**src/core/play_pkg.sv**
```systemverilog
// Register map, field layout and timing constants of the playback path
package play_pkg;
    // Printed offsets are word indices; byte address is four times the index
    localparam logic [15:0] IDX_RATE_LOW = 16'hFC34;
    localparam logic [15:0] IDX_RATE_HIGH = 16'hFC35;
    localparam logic [15:0] IDX_LEFT_LOW = 16'hFC36;
    localparam logic [15:0] IDX_LEFT_HIGH = 16'hFC37;
    localparam logic [15:0] IDX_RIGHT_LOW = 16'hFC38;
    localparam logic [15:0] IDX_RIGHT_HIGH = 16'hFC39;
    localparam logic [15:0] IDX_VOLUME = 16'hFEC0;
    localparam logic [15:0] IDX_MIX_CFG = 16'hFEC1;
    localparam logic [15:0] IDX_MIX_LEFT_LOW = 16'hFEC2;
    localparam logic [15:0] IDX_MIX_LEFT_HIGH = 16'hFEC3;
    localparam logic [15:0] IDX_MIX_RIGHT_LOW = 16'hFEC4;
    localparam logic [15:0] IDX_MIX_RIGHT_HIGH = 16'hFEC5;
    localparam logic [15:0] IDX_MODE = 16'hFED9;
    localparam logic [15:0] IDX_STATUS = 16'hFEDA;
    localparam logic [15:0] RESET_VALUE = 16'h0000;
    // Mode register fields
    localparam int MODE_EXT3M_BIT = 12;
    localparam int MODE_HIGH_RATE_BIT = 11;
    localparam int MODE_MASK_LSB = 4;
    localparam int MODE_COUNT_LSB = 0;
    // Mix config fields
    localparam int MIX_URUN_BIT = 14;
    localparam int MIX_FULL_BIT = 13;
    localparam int MIX_ENA_BIT = 12;
    // Volume fields
    localparam int VOL_LFINE_LSB = 12;
    localparam int VOL_LCOARSE_LSB = 8;
    localparam int VOL_RFINE_LSB = 4;
    localparam int VOL_RCOARSE_LSB = 0;
    // Modulator bit clock and external clock
    localparam int CLK_HZ = 40000000;
    localparam int MOD_RATE_HZ = 6000000;
    localparam int MOD_DIV = CLK_HZ / MOD_RATE_HZ;
    localparam int EXT_6M_HALF = 1;
    localparam int EXT_3M_HALF = 2;
    localparam int FINE_MAX = 11;
endpackage

```
**src/core/audio_playback_dac_path.sv**
```systemverilog
// Playback path: APB registers, rate accumulator, offset mixing and modulator outputs
// Summary of operation
// Rate word joins 4-bit high, 16-bit low
// Accumulator rollover requests sample, normal mode
// Zero rate word idles logic and clocks
// Converter clock from crystal, not PLL
// Sample request raises interrupt; software writes samples
// Mode bit 12 selects 3 or 6 MHz
// Two modulator bitstreams at 6 Mbit/s
// Mode bit 11 doubles rate, word limited
// Software zeroes rate before toggling high rate
// Fine-tune counter adds extra masked increments
// Fine-tune count zero disables extra increments
// Coarse attenuation 6 dB per step
// Fine gain 0.5 dB steps, 12-15 unity
// Offset sample 20 bits over two registers
// Read without full flag sets underrun
// Full sets on writes, clears when consumed
// Enable bit switches offset mixing
// Offset interval is field plus one cycles
// Offset consumption raises interrupt request
// Mixed sum saturates to 20-bit signed
// Software keeps mix under 75% scale
// Offset held until next taken
// All registers reset to zero
module audio_playback_dac_path #(
    parameter int ACC_W = 20,
    parameter int MIX_DIV_W = 12
) (
    input wire logic clk,
    input wire logic nrst,
    input wire logic psel,
    input wire logic penable,
    input wire logic pwrite,
    input wire logic [17:0] paddr,
    input wire logic [31:0] pwdata,
    output logic [31:0] prdata,
    output logic pready,
    output logic pslverr,
    output logic sample_request,
    output logic mix_request,
    output logic ext_clock_out,
    output logic left_bitstream_out,
    output logic right_bitstream_out,
    output logic converter_clock_run
);
    logic [15:0] rate_low_q, rate_low_d;
    logic [3:0] rate_high_q, rate_high_d;
    logic [15:0] left_low_q, left_low_d, left_high_q, left_high_d;
    logic [15:0] right_low_q, right_low_d, right_high_q, right_high_d;
    logic [15:0] volume_q, volume_d;
    logic [15:0] mode_q, mode_d;
    logic [12:0] mix_cfg_q, mix_cfg_d;
    logic full_q, full_d, urun_q, urun_d;
    logic [3:0] mix_left_low_q, mix_left_low_d, mix_right_low_q, mix_right_low_d;
    logic [15:0] mix_left_high_q, mix_left_high_d, mix_right_high_q, mix_right_high_d;
    logic [1:0] mix_written_q, mix_written_d;
    logic [19:0] hold_left_q, hold_left_d, hold_right_q, hold_right_d;
    logic [ACC_W-1:0] acc_q, acc_d;
    logic [2:0] tune_q, tune_d;
    logic [2:0] mod_cnt_q, mod_cnt_d;
    logic [1:0] ext_cnt_q, ext_cnt_d;
    logic ext_q, ext_d;
    logic sreq_q, sreq_d, mreq_q, mreq_d;
    logic [31:0] rdata_d;
    logic [31:0] prdata_q;
    logic wr_en, hit;
    logic [15:0] idx;
    logic [19:0] rate_word;
    logic run;
    logic mod_tick;
    logic mix_tick;
    logic [ACC_W:0] acc_sum;
    logic extra;
    logic [19:0] mixed_left, mixed_right;

    // Word index from byte address; sub-word bits are ignored
    assign idx = paddr[17:2];
    assign wr_en = psel && penable && pwrite;
    assign rate_word = {rate_high_q, rate_low_q};
    assign run = (rate_word != 20'h00000);
    // Converter clock gate follows the idle state; sourced from the crystal clock alone
    assign converter_clock_run = run;

    // Address decode: every mapped index answers, others give a bus error
    always_comb begin
        hit = 1'b1;
        rdata_d = 32'h00000000;
        if (idx == play_pkg::IDX_RATE_LOW) begin
            rdata_d[15:0] = rate_low_q;
        end else if (idx == play_pkg::IDX_RATE_HIGH) begin
            rdata_d[3:0] = rate_high_q;
        end else if (idx == play_pkg::IDX_LEFT_LOW) begin
            rdata_d[15:0] = left_low_q;
        end else if (idx == play_pkg::IDX_LEFT_HIGH) begin
            rdata_d[15:0] = left_high_q;
        end else if (idx == play_pkg::IDX_RIGHT_LOW) begin
            rdata_d[15:0] = right_low_q;
        end else if (idx == play_pkg::IDX_RIGHT_HIGH) begin
            rdata_d[15:0] = right_high_q;
        end else if (idx == play_pkg::IDX_VOLUME) begin
            rdata_d[15:0] = volume_q;
        end else if (idx == play_pkg::IDX_MIX_CFG) begin
            rdata_d[14:0] = {urun_q, full_q, mix_cfg_q};
        end else if (idx == play_pkg::IDX_MIX_LEFT_LOW) begin
            rdata_d[15:12] = mix_left_low_q;
        end else if (idx == play_pkg::IDX_MIX_LEFT_HIGH) begin
            rdata_d[15:0] = mix_left_high_q;
        end else if (idx == play_pkg::IDX_MIX_RIGHT_LOW) begin
            rdata_d[15:12] = mix_right_low_q;
        end else if (idx == play_pkg::IDX_MIX_RIGHT_HIGH) begin
            rdata_d[15:0] = mix_right_high_q;
        end else if (idx == play_pkg::IDX_MODE) begin
            rdata_d[15:0] = mode_q;
        end else if (idx == play_pkg::IDX_STATUS) begin
            rdata_d[19:0] = rate_word[19:0] & 20'h00000 | acc_q[19:0];
        end else begin
            hit = 1'b0;
        end
    end

    // Zero-wait slave: every access completes in its first access cycle
    assign pready = psel && penable;
    assign pslverr = psel && penable && !hit;
    assign prdata = prdata_q;

    // Register writes; flags are hardware-set with set winning over clear
    always_comb begin
        rate_low_d = rate_low_q;
        rate_high_d = rate_high_q;
        left_low_d = left_low_q;
        left_high_d = left_high_q;
        right_low_d = right_low_q;
        right_high_d = right_high_q;
        volume_d = volume_q;
        mode_d = mode_q;
        mix_cfg_d = mix_cfg_q;
        mix_left_low_d = mix_left_low_q;
        mix_left_high_d = mix_left_high_q;
        mix_right_low_d = mix_right_low_q;
        mix_right_high_d = mix_right_high_q;
        mix_written_d = mix_written_q;
        full_d = full_q;
        urun_d = urun_q;
        hold_left_d = hold_left_q;
        hold_right_d = hold_right_q;
        if (wr_en) begin
            if (idx == play_pkg::IDX_RATE_LOW) begin
                rate_low_d = pwdata[15:0];
            end else if (idx == play_pkg::IDX_RATE_HIGH) begin
                rate_high_d = pwdata[3:0];
            end else if (idx == play_pkg::IDX_LEFT_LOW) begin
                left_low_d = {pwdata[15:8], 8'h00};
            end else if (idx == play_pkg::IDX_LEFT_HIGH) begin
                left_high_d = pwdata[15:0];
            end else if (idx == play_pkg::IDX_RIGHT_LOW) begin
                right_low_d = {pwdata[15:8], 8'h00};
            end else if (idx == play_pkg::IDX_RIGHT_HIGH) begin
                right_high_d = pwdata[15:0];
            end else if (idx == play_pkg::IDX_VOLUME) begin
                volume_d = pwdata[15:0];
            end else if (idx == play_pkg::IDX_MIX_CFG) begin
                mix_cfg_d = pwdata[12:0];
                if (!pwdata[play_pkg::MIX_URUN_BIT]) begin
                    urun_d = 1'b0;
                end
            end else if (idx == play_pkg::IDX_MIX_LEFT_LOW) begin
                mix_left_low_d = pwdata[15:12];
            end else if (idx == play_pkg::IDX_MIX_LEFT_HIGH) begin
                mix_left_high_d = pwdata[15:0];
                mix_written_d[0] = 1'b1;
            end else if (idx == play_pkg::IDX_MIX_RIGHT_LOW) begin
                mix_right_low_d = pwdata[15:12];
            end else if (idx == play_pkg::IDX_MIX_RIGHT_HIGH) begin
                mix_right_high_d = pwdata[15:0];
                mix_written_d[1] = 1'b1;
            end else if (idx == play_pkg::IDX_MODE) begin
                mode_d = {3'b000, pwdata[12:4], 1'b0, pwdata[2:0]};
            end
        end
        // Consumption by the mixer; the sample is held until the next take
        if (mix_tick) begin
            if (!full_q) begin
                urun_d = 1'b1;
            end else begin
                hold_left_d = {mix_left_high_q, mix_left_low_q};
                hold_right_d = {mix_right_high_q, mix_right_low_q};
            end
            full_d = 1'b0;
        end
        // Both channels written sets full; this beats a same-cycle consume
        if (mix_written_d == 2'b11) begin
            full_d = 1'b1;
            mix_written_d = 2'b00;
        end
    end

    // Mix rate divider runs only while the offset path is on
    rate_divider #(
        .W(MIX_DIV_W)
    ) u_mix_div (
        .clk(clk),
        .nrst(nrst),
        .run(mix_cfg_q[play_pkg::MIX_ENA_BIT] && run),
        .limit(mix_cfg_q[MIX_DIV_W-1:0]),
        .tick(mix_tick)
    );

    // Rate accumulator with fine-tune extra increments
    always_comb begin
        extra = (mode_q[2:0] != 3'b000) && (tune_q != 3'h7) && mode_q[play_pkg::MODE_MASK_LSB + tune_q];
        tune_d = tune_q;
        acc_d = acc_q;
        sreq_d = 1'b0;
        acc_sum = {1'b0, acc_q};
        if (run) begin
            // High rate mode adds the doubled rate word once per modulator tick to double fs
            if (mod_tick) begin
                if (mode_q[play_pkg::MODE_HIGH_RATE_BIT]) begin
                    acc_sum = {1'b0, acc_q} + {rate_word, 1'b0} + {20'h00000, extra};
                end else begin
                    acc_sum = {1'b0, acc_q} + {1'b0, rate_word} + {20'h00000, extra};
                end
                acc_d = acc_sum[ACC_W-1:0];
                sreq_d = acc_sum[ACC_W];
                if (mode_q[2:0] == 3'b000 || tune_q >= mode_q[2:0]) begin
                    tune_d = 3'b000;
                end else begin
                    tune_d = tune_q + 3'b001;
                end
            end
        end else begin
            acc_d = '0;
            tune_d = 3'b000;
        end
    end

    // Modulator bit clock and external converter clock from the crystal domain
    always_comb begin
        mod_cnt_d = mod_cnt_q;
        mod_tick = 1'b0;
        ext_cnt_d = ext_cnt_q;
        ext_d = ext_q;
        if (!run) begin
            mod_cnt_d = 3'b000;
            ext_cnt_d = 2'b00;
            ext_d = 1'b0;
        end else begin
            if (mod_cnt_q == 3'(play_pkg::MOD_DIV - 1)) begin
                mod_cnt_d = 3'b000;
                mod_tick = 1'b1;
            end else begin
                mod_cnt_d = mod_cnt_q + 3'b001;
            end
            if (mod_tick) begin
                if (ext_cnt_q >= (mode_q[play_pkg::MODE_EXT3M_BIT] ? 2'(play_pkg::EXT_3M_HALF - 1)
                                                                   : 2'(play_pkg::EXT_6M_HALF - 1))) begin
                    ext_cnt_d = 2'b00;
                    ext_d = !ext_q;
                end else begin
                    ext_cnt_d = ext_cnt_q + 2'b01;
                end
            end
        end
        mreq_d = mix_tick && full_q;
    end

    channel_volume u_left (
        .clk(clk),
        .nrst(nrst),
        .run(run),
        .mod_tick(mod_tick),
        .sample({left_high_q, left_low_q[15:8]}),
        .coarse(volume_q[play_pkg::VOL_LCOARSE_LSB +: 4]),
        .fine(volume_q[play_pkg::VOL_LFINE_LSB +: 4]),
        .offset(hold_left_q),
        .offset_on(mix_cfg_q[play_pkg::MIX_ENA_BIT]),
        .mixed(mixed_left),
        .bit_out(left_bitstream_out)
    );

    channel_volume u_right (
        .clk(clk),
        .nrst(nrst),
        .run(run),
        .mod_tick(mod_tick),
        .sample({right_high_q, right_low_q[15:8]}),
        .coarse(volume_q[play_pkg::VOL_RCOARSE_LSB +: 4]),
        .fine(volume_q[play_pkg::VOL_RFINE_LSB +: 4]),
        .offset(hold_right_q),
        .offset_on(mix_cfg_q[play_pkg::MIX_ENA_BIT]),
        .mixed(mixed_right),
        .bit_out(right_bitstream_out)
    );

    assign sample_request = sreq_q;
    assign mix_request = mreq_q;
    assign ext_clock_out = ext_q;

    // State registers, all zero at reset
    always_ff @(posedge clk or negedge nrst) begin
        if (!nrst) begin
            rate_low_q <= play_pkg::RESET_VALUE;
            rate_high_q <= 4'h0;
            left_low_q <= play_pkg::RESET_VALUE;
            left_high_q <= play_pkg::RESET_VALUE;
            right_low_q <= play_pkg::RESET_VALUE;
            right_high_q <= play_pkg::RESET_VALUE;
            volume_q <= play_pkg::RESET_VALUE;
            mode_q <= play_pkg::RESET_VALUE;
            mix_cfg_q <= 13'h0000;
            mix_left_low_q <= 4'h0;
            mix_left_high_q <= play_pkg::RESET_VALUE;
            mix_right_low_q <= 4'h0;
            mix_right_high_q <= play_pkg::RESET_VALUE;
            mix_written_q <= 2'b00;
            full_q <= 1'b0;
            urun_q <= 1'b0;
            hold_left_q <= 20'h00000;
            hold_right_q <= 20'h00000;
            acc_q <= '0;
            tune_q <= 3'b000;
            mod_cnt_q <= 3'b000;
            ext_cnt_q <= 2'b00;
            ext_q <= 1'b0;
            sreq_q <= 1'b0;
            mreq_q <= 1'b0;
            prdata_q <= 32'h00000000;
        end else begin
            rate_low_q <= rate_low_d;
            rate_high_q <= rate_high_d;
            left_low_q <= left_low_d;
            left_high_q <= left_high_d;
            right_low_q <= right_low_d;
            right_high_q <= right_high_d;
            volume_q <= volume_d;
            mode_q <= mode_d;
            mix_cfg_q <= mix_cfg_d;
            mix_left_low_q <= mix_left_low_d;
            mix_left_high_q <= mix_left_high_d;
            mix_right_low_q <= mix_right_low_d;
            mix_right_high_q <= mix_right_high_d;
            mix_written_q <= mix_written_d;
            full_q <= full_d;
            urun_q <= urun_d;
            hold_left_q <= hold_left_d;
            hold_right_q <= hold_right_d;
            acc_q <= acc_d;
            tune_q <= tune_d;
            mod_cnt_q <= mod_cnt_d;
            ext_cnt_q <= ext_cnt_d;
            ext_q <= ext_d;
            sreq_q <= sreq_d;
            mreq_q <= mreq_d;
            // Read data registered in the setup cycle, stable through the access cycle
            if (psel && !penable && !pwrite) begin
                prdata_q <= rdata_d;
            end
        end
    end
endmodule

```
**src/core/channel_volume.sv**
```systemverilog
// One channel: volume scaling, mixing of the offset sample, saturation, modulator
module channel_volume (
    input wire logic clk,
    input wire logic nrst,
    input wire logic run,
    input wire logic mod_tick,
    input wire logic [23:0] sample,
    input wire logic [3:0] coarse,
    input wire logic [3:0] fine,
    input wire logic [19:0] offset,
    input wire logic offset_on,
    output logic [19:0] mixed,
    output logic bit_out
);
    logic [19:0] mixed_d;
    logic [20:0] acc_q;
    logic [20:0] acc_d;
    logic bit_q;
    logic bit_d;
    logic signed [23:0] shifted;
    logic signed [31:0] gained;
    logic signed [20:0] sum;
    logic [7:0] gain;

    // Fine gain in 0.5 dB steps, Q7 multipliers; codes past 11 give unity
    always_comb begin
        case (fine)
            4'h1: gain = 8'h88;
            4'h2: gain = 8'h8F;
            4'h3: gain = 8'h98;
            4'h4: gain = 8'hA1;
            4'h5: gain = 8'hAA;
            4'h6: gain = 8'hB4;
            4'h7: gain = 8'hBF;
            4'h8: gain = 8'hCB;
            4'h9: gain = 8'hD7;
            4'hA: gain = 8'hE4;
            4'hB: gain = 8'hF1;
            default: gain = 8'h80;
        endcase
    end

    // Coarse attenuation is an arithmetic shift, 6 dB per step, then saturating mix
    always_comb begin
        shifted = $signed(sample) >>> coarse;
        gained = (shifted * $signed({1'b0, gain})) >>> 11;
        sum = 21'(gained);
        if (offset_on) begin
            sum = 21'($signed(gained[20:0]) + $signed({offset[19], offset}));
        end
        if (gained > 32'sd524287 || sum > 21'sd524287) begin
            mixed_d = 20'h7FFFF;
        end else if (gained < -32'sd524288 || sum < -21'sd524288) begin
            mixed_d = 20'h80000;
        end else begin
            mixed_d = sum[19:0];
        end
    end

    // First order sigma-delta modulator at the bit rate
    always_comb begin
        acc_d = acc_q;
        bit_d = bit_q;
        if (!run) begin
            acc_d = '0;
            bit_d = 1'b0;
        end else if (mod_tick) begin
            acc_d = acc_q + {1'b0, mixed ^ 20'h80000};
            bit_d = acc_d[20];
            acc_d[20] = 1'b0;
        end
    end

    always_ff @(posedge clk or negedge nrst) begin
        if (!nrst) begin
            mixed <= '0;
            acc_q <= '0;
            bit_q <= 1'b0;
        end else begin
            mixed <= run ? mixed_d : 20'h00000;
            acc_q <= acc_d;
            bit_q <= bit_d;
        end
    end
    assign bit_out = bit_q;
endmodule

```
**src/core/rate_divider.sv**
```systemverilog
// Enable pulse generator dividing the clock by a programmable count plus one
module rate_divider #(
    parameter int W = 12
) (
    input wire logic clk,
    input wire logic nrst,
    input wire logic run,
    input wire logic [W-1:0] limit,
    output logic tick
);
    logic [W-1:0] cnt_q;
    logic [W-1:0] cnt_d;

    // Counter restarts when stopped so the first interval is full length
    always_comb begin
        cnt_d = cnt_q;
        tick = 1'b0;
        if (!run) begin
            cnt_d = '0;
        end else if (cnt_q >= limit) begin
            cnt_d = '0;
            tick = 1'b1;
        end else begin
            cnt_d = cnt_q + 1'b1;
        end
    end

    always_ff @(posedge clk or negedge nrst) begin
        if (!nrst) begin
            cnt_q <= '0;
        end else begin
            cnt_q <= cnt_d;
        end
    end
endmodule

```
**config.mk**
```make
export PLATFORM = sky130hd
export DESIGN_NAME = audio_playback_dac_path
export DESIGN_NICKNAME = d
export VERILOG_FILES = /design/src/core/play_pkg.sv /design/src/core/audio_playback_dac_path.sv /design/src/core/channel_volume.sv /design/src/core/rate_divider.sv
export SDC_FILE = /design/constraint.sdc
export NUM_CORES = 2
export LEC_CHECK = 0
export BUFFER_PORTS_ARGS = -buffer_cell sky130_fd_sc_hd__buf_4
export CAP_MARGIN = 20
export CORE_MARGIN = 2
export CORE_UTILIZATION = 38
export DETAILED_ROUTE_END_ITERATION = 8
export GPL_TIMING_DRIVEN = 0
export PLACE_DENSITY_LB_ADDON = 0.2
export SYNTH_ARGS = -nofsm -noshare
export SYNTH_HDL_FRONTEND = slang
export SYNTH_SLANG_ARGS = --single-unit
```
**constraint.sdc**
```tcl
create_clock -name clk -period 12.8 [get_ports clk]
set_clock_uncertainty 0.15 [all_clocks]
set_input_delay 0.64 -clock clk [delete_from_list [all_inputs] [get_ports clk]]
set_output_delay 0.64 -clock clk [all_outputs]
set_load 0.005 [all_outputs]
```
==> metrics <==
status finished, final reports clean; placer congestion estimate 0.9272; DIE WIDTH 304.4 µm; antenna violations before repair 6; Post-synth EDFFs 0; clock transition at the registers of the reported paths 0.06 ns; Initial DRC Count 2133; slowest CP cell o41ai_1; Lkg Pwr 18.31 nW; first-pass GRT wire length 164200 µm; post-synthesis cell area 34290 µm²; Least-Margin Pin Slew 1.090 ns; Vias/cell 5.372; Mapped Cells 3773; Root Buffer Master clkbuf_16; CTS Sinks 338; DR pass1 iterations 7; RSZ-0062 raised after global routing no; crit share post-route 0.9238; sequential fraction of the synthesis area 0.2467; Bufs on Longest Clock Path 3; Max-Cap Viols 0; Port Buf Inserts 56; Warnings, synthesis 0; Routed WL 106400 µm; Max Clock Freq 0.08457 GHz; post-route ant nets 0; worst skew pair latency 0.59 ns; WL/cell 20.88 µm; Post-CTS Resized 0; Max FO, Critical Path 10; Initial Util 0.3821; nets 4509; # setup viols final 0; overall routing resource usage 0.2292; Final Hold Viols 0; Post-CTS Setup Inserts 0; HPWL Detailed 85730 µm; CP endpoint kind flip-flop; largest net degree at the start of global routing 121; most used cell along the critical path inv_1; P&R area growth vs syn 9.915%; Yosys top cell area share 0.2467; pwr/cell area 86.96 nW/µm²; htree depth 2; # IOs 95; nature of the critical path startpoint flip-flop; layout cells sized above 1 0.1059; Post-route DRC 0; post-synth top area cell dfrtp_1; most frequent cells in the layout 450 x inv_1, 427 x nand2_1, 380 x nor2_1; synth unique cells 91; critical setup path kind reg -> reg; CP bufs+invs 9; Synth Register Bits 338; Avg Cell Area, Syn 9.087 µm²; core area 89740 µm²; row cnt 110; CTS buffer count 41; Area contributors post-synth dfrtp_1 25%, fa_1 18%, ha_1 9.6%; post-layout min period 11.83 ns; Worst IR Drop VDD 0.08321 mV; worst path required time 13.05 ns; Worst Hold Class in -> reg; post-layout util 0.4200; most common cell after layout, fill and taps aside inv_1; asr flop ratio synth 1.000; grt total ovfl 0; CTS tree done; CP max stage delay 0.77 ns; Worst path top cell family by delay compound AO/OA/AOI/OAI gates; Critical Path AT 12.08 ns; routed vias 27380; hold buffer count at cts 1; Top FF cell, synth dfrtp_1; DIE AREA 92640 µm²; fin. max-slew vios 0; Slew headroom 0.2716; setup TNS 0 ns; Die Y-Extent 304.4 µm; vias in the first global route 27030
==> state kept, by name (all words and copies together) (netlist names), 4 cells and up <==
| register | flops |
|---|---|
| mix_right_high_q | 16 |
| mode_q | 12 |
| left_low_q | 8 |
| acc_q | 20 |
| mix_right_low_q | 4 |
| mix_left_low_q | 4 |
| hold_right_q | 20 |
| hold_left_q | 20 |
| u_right.acc_q | 20 |
| left_high_q | 16 |
| rate_low_q | 16 |
| volume_q | 16 |
| mix_cfg_q | 13 |
| mix_left_high_q | 16 |
| prdata | 20 |
| u_right.mixed | 20 |
| u_left.acc_q | 20 |
| u_mix_div.cnt_q | 12 |
| right_low_q | 8 |
| right_high_q | 16 |
| u_left.mixed | 20 |
| rate_high_q | 4 |
==> cells by family after synthesis <==
group                    Yosys count  share of synthesized area
AND/OR/NAND/NOR                 1101                     0.1391
AO/OA/AOI/OAI                    728                     0.1346
buffers and inverters            617                    0.06989
adder cells (fa/ha/maj)          563                     0.2714
flip-flops                       338                     0.2467
multiplexers                     274                    0.09875
XOR/XNOR                         151                    0.03956
other                              1                  0.0001094
==> worst register-to-register path, delay by kind of cell, from the launching register on <==
family | cells | cell delay [ns]
xor gates and xnor gates | 2 | 1.10
adders and majority gates | 6 | 2.46
buffers and inverters | 9 | 1.92
and+or+nand+nor | 5 | 0.71
DFF | 1 | 0.32
muxes | 2 | 0.67
AOI/OAI and AO/OA | 17 | 4.29
==> area by class of cell <==
cell class | count | area [µm²]
diodes | 3 | 7.507
plain buffers | 161 | 684.4
clock buffers | 54 | 1135
clock inverters | 15 | 183.9
fillers | 9041 | 52050
inverters | 456 | 1712
multi-input cells | 2829 | 23480
flip-flops and latches | 338 | 8458
well taps | 1176 | 1471
repair buffers | 64 | 555.5
==> synth_stat cells (7+ instances only) <==
library cell    n
nor3_1         58
ha_1          262
xor2_1         46
a21boi_0       13
o21ai_2        11
clkbuf_1      123
o21a_1         25
nand3_1        43
or3_1          18
nor2_1        380
and2_1         28
mux2_2        182
o22ai_1        11
and3_1         16
o21ai_1        15
buf_4          16
xnor2_1       102
o21ai_0       188
fa_1          301
or2_2          11
a31oi_1        25
buf_1          16
a311oi_1        7
inv_1         450
nor4_1          8
dfrtp_1       338
a21oi_1       220
o31ai_1         7
a21o_1         43
o211ai_1       13
mux4_2         33
nand2b_1       50
a211oi_1       20
nand2_1       427
a221o_1        13
nor2b_1        39
a22oi_1         7
a221oi_1       10
mux2i_1        57
o21bai_1       28
==> power breakdown <==
part	internal, mW	total, mW	leakage, nW	switching, mW
clock network	0.686	1.18	0.648	0.490
registers	1.17	1.24	4.25	0.0658
logic	0.392	0.863	13.4	0.470
total	2.25	3.28	18.3	1.03
==> path summary, 6_finish.rpt <==
kind,startpoint,end,slack (ns),cells past startpoint
setup / recovery,volume_q[9],u_left.mixed[15],0.97,41
hold / removal,pwdata[14],urun_q,0.19,3
max in group asynchronous,nrst,left_high_q[14],10.72,4
hold reg to reg,mix_written_q[1],mix_written_q[0],0.29,1
min in group asynchronous,nrst,u_right.acc_q[10],0.35,2
setup reg to reg,volume_q[9],u_left.mixed[15],0.97,41
==> routing by layer <==
| metal | up-vias | GRT usage | wire, µm |
|---|---|---|---|
| met4 | 8 | 0.07898 | 4115 |
| li1 | 12850 | - | - |
| met5 | - | 0 | 51 |
| met1 | 13590 | 0.3232 | 48490 |
| met3 | 158 | 0.02786 | 5544 |
| met2 | 769 | 0.3639 | 48200 |
==> per-stage QoR <==
| stage | cell area (µm²) | worst slack (ns) | total power [mW] | std cells | hold slack, ns |
|---|---|---|---|---|---|
| global placement | 36220 | 1.265 | 2.102 | 5016 | 0.2735 |
| detailed placement | 36340 | 1.122 | 2.118 | 5022 | 0.2812 |
| CTS | 37670 | 1.100 | 3.309 | 5092 | 0.1638 |
| global route | 37680 | 0.06366 | 3.478 | 5094 | 0.1714 |
| floorplan | 34330 | 3.319 | 1.909 | 3784 | 0.1944 |
| finish | 37680 | 0.9749 | 3.277 | 5096 | 0.1903 |
Power figures use the tool's default switching activity.
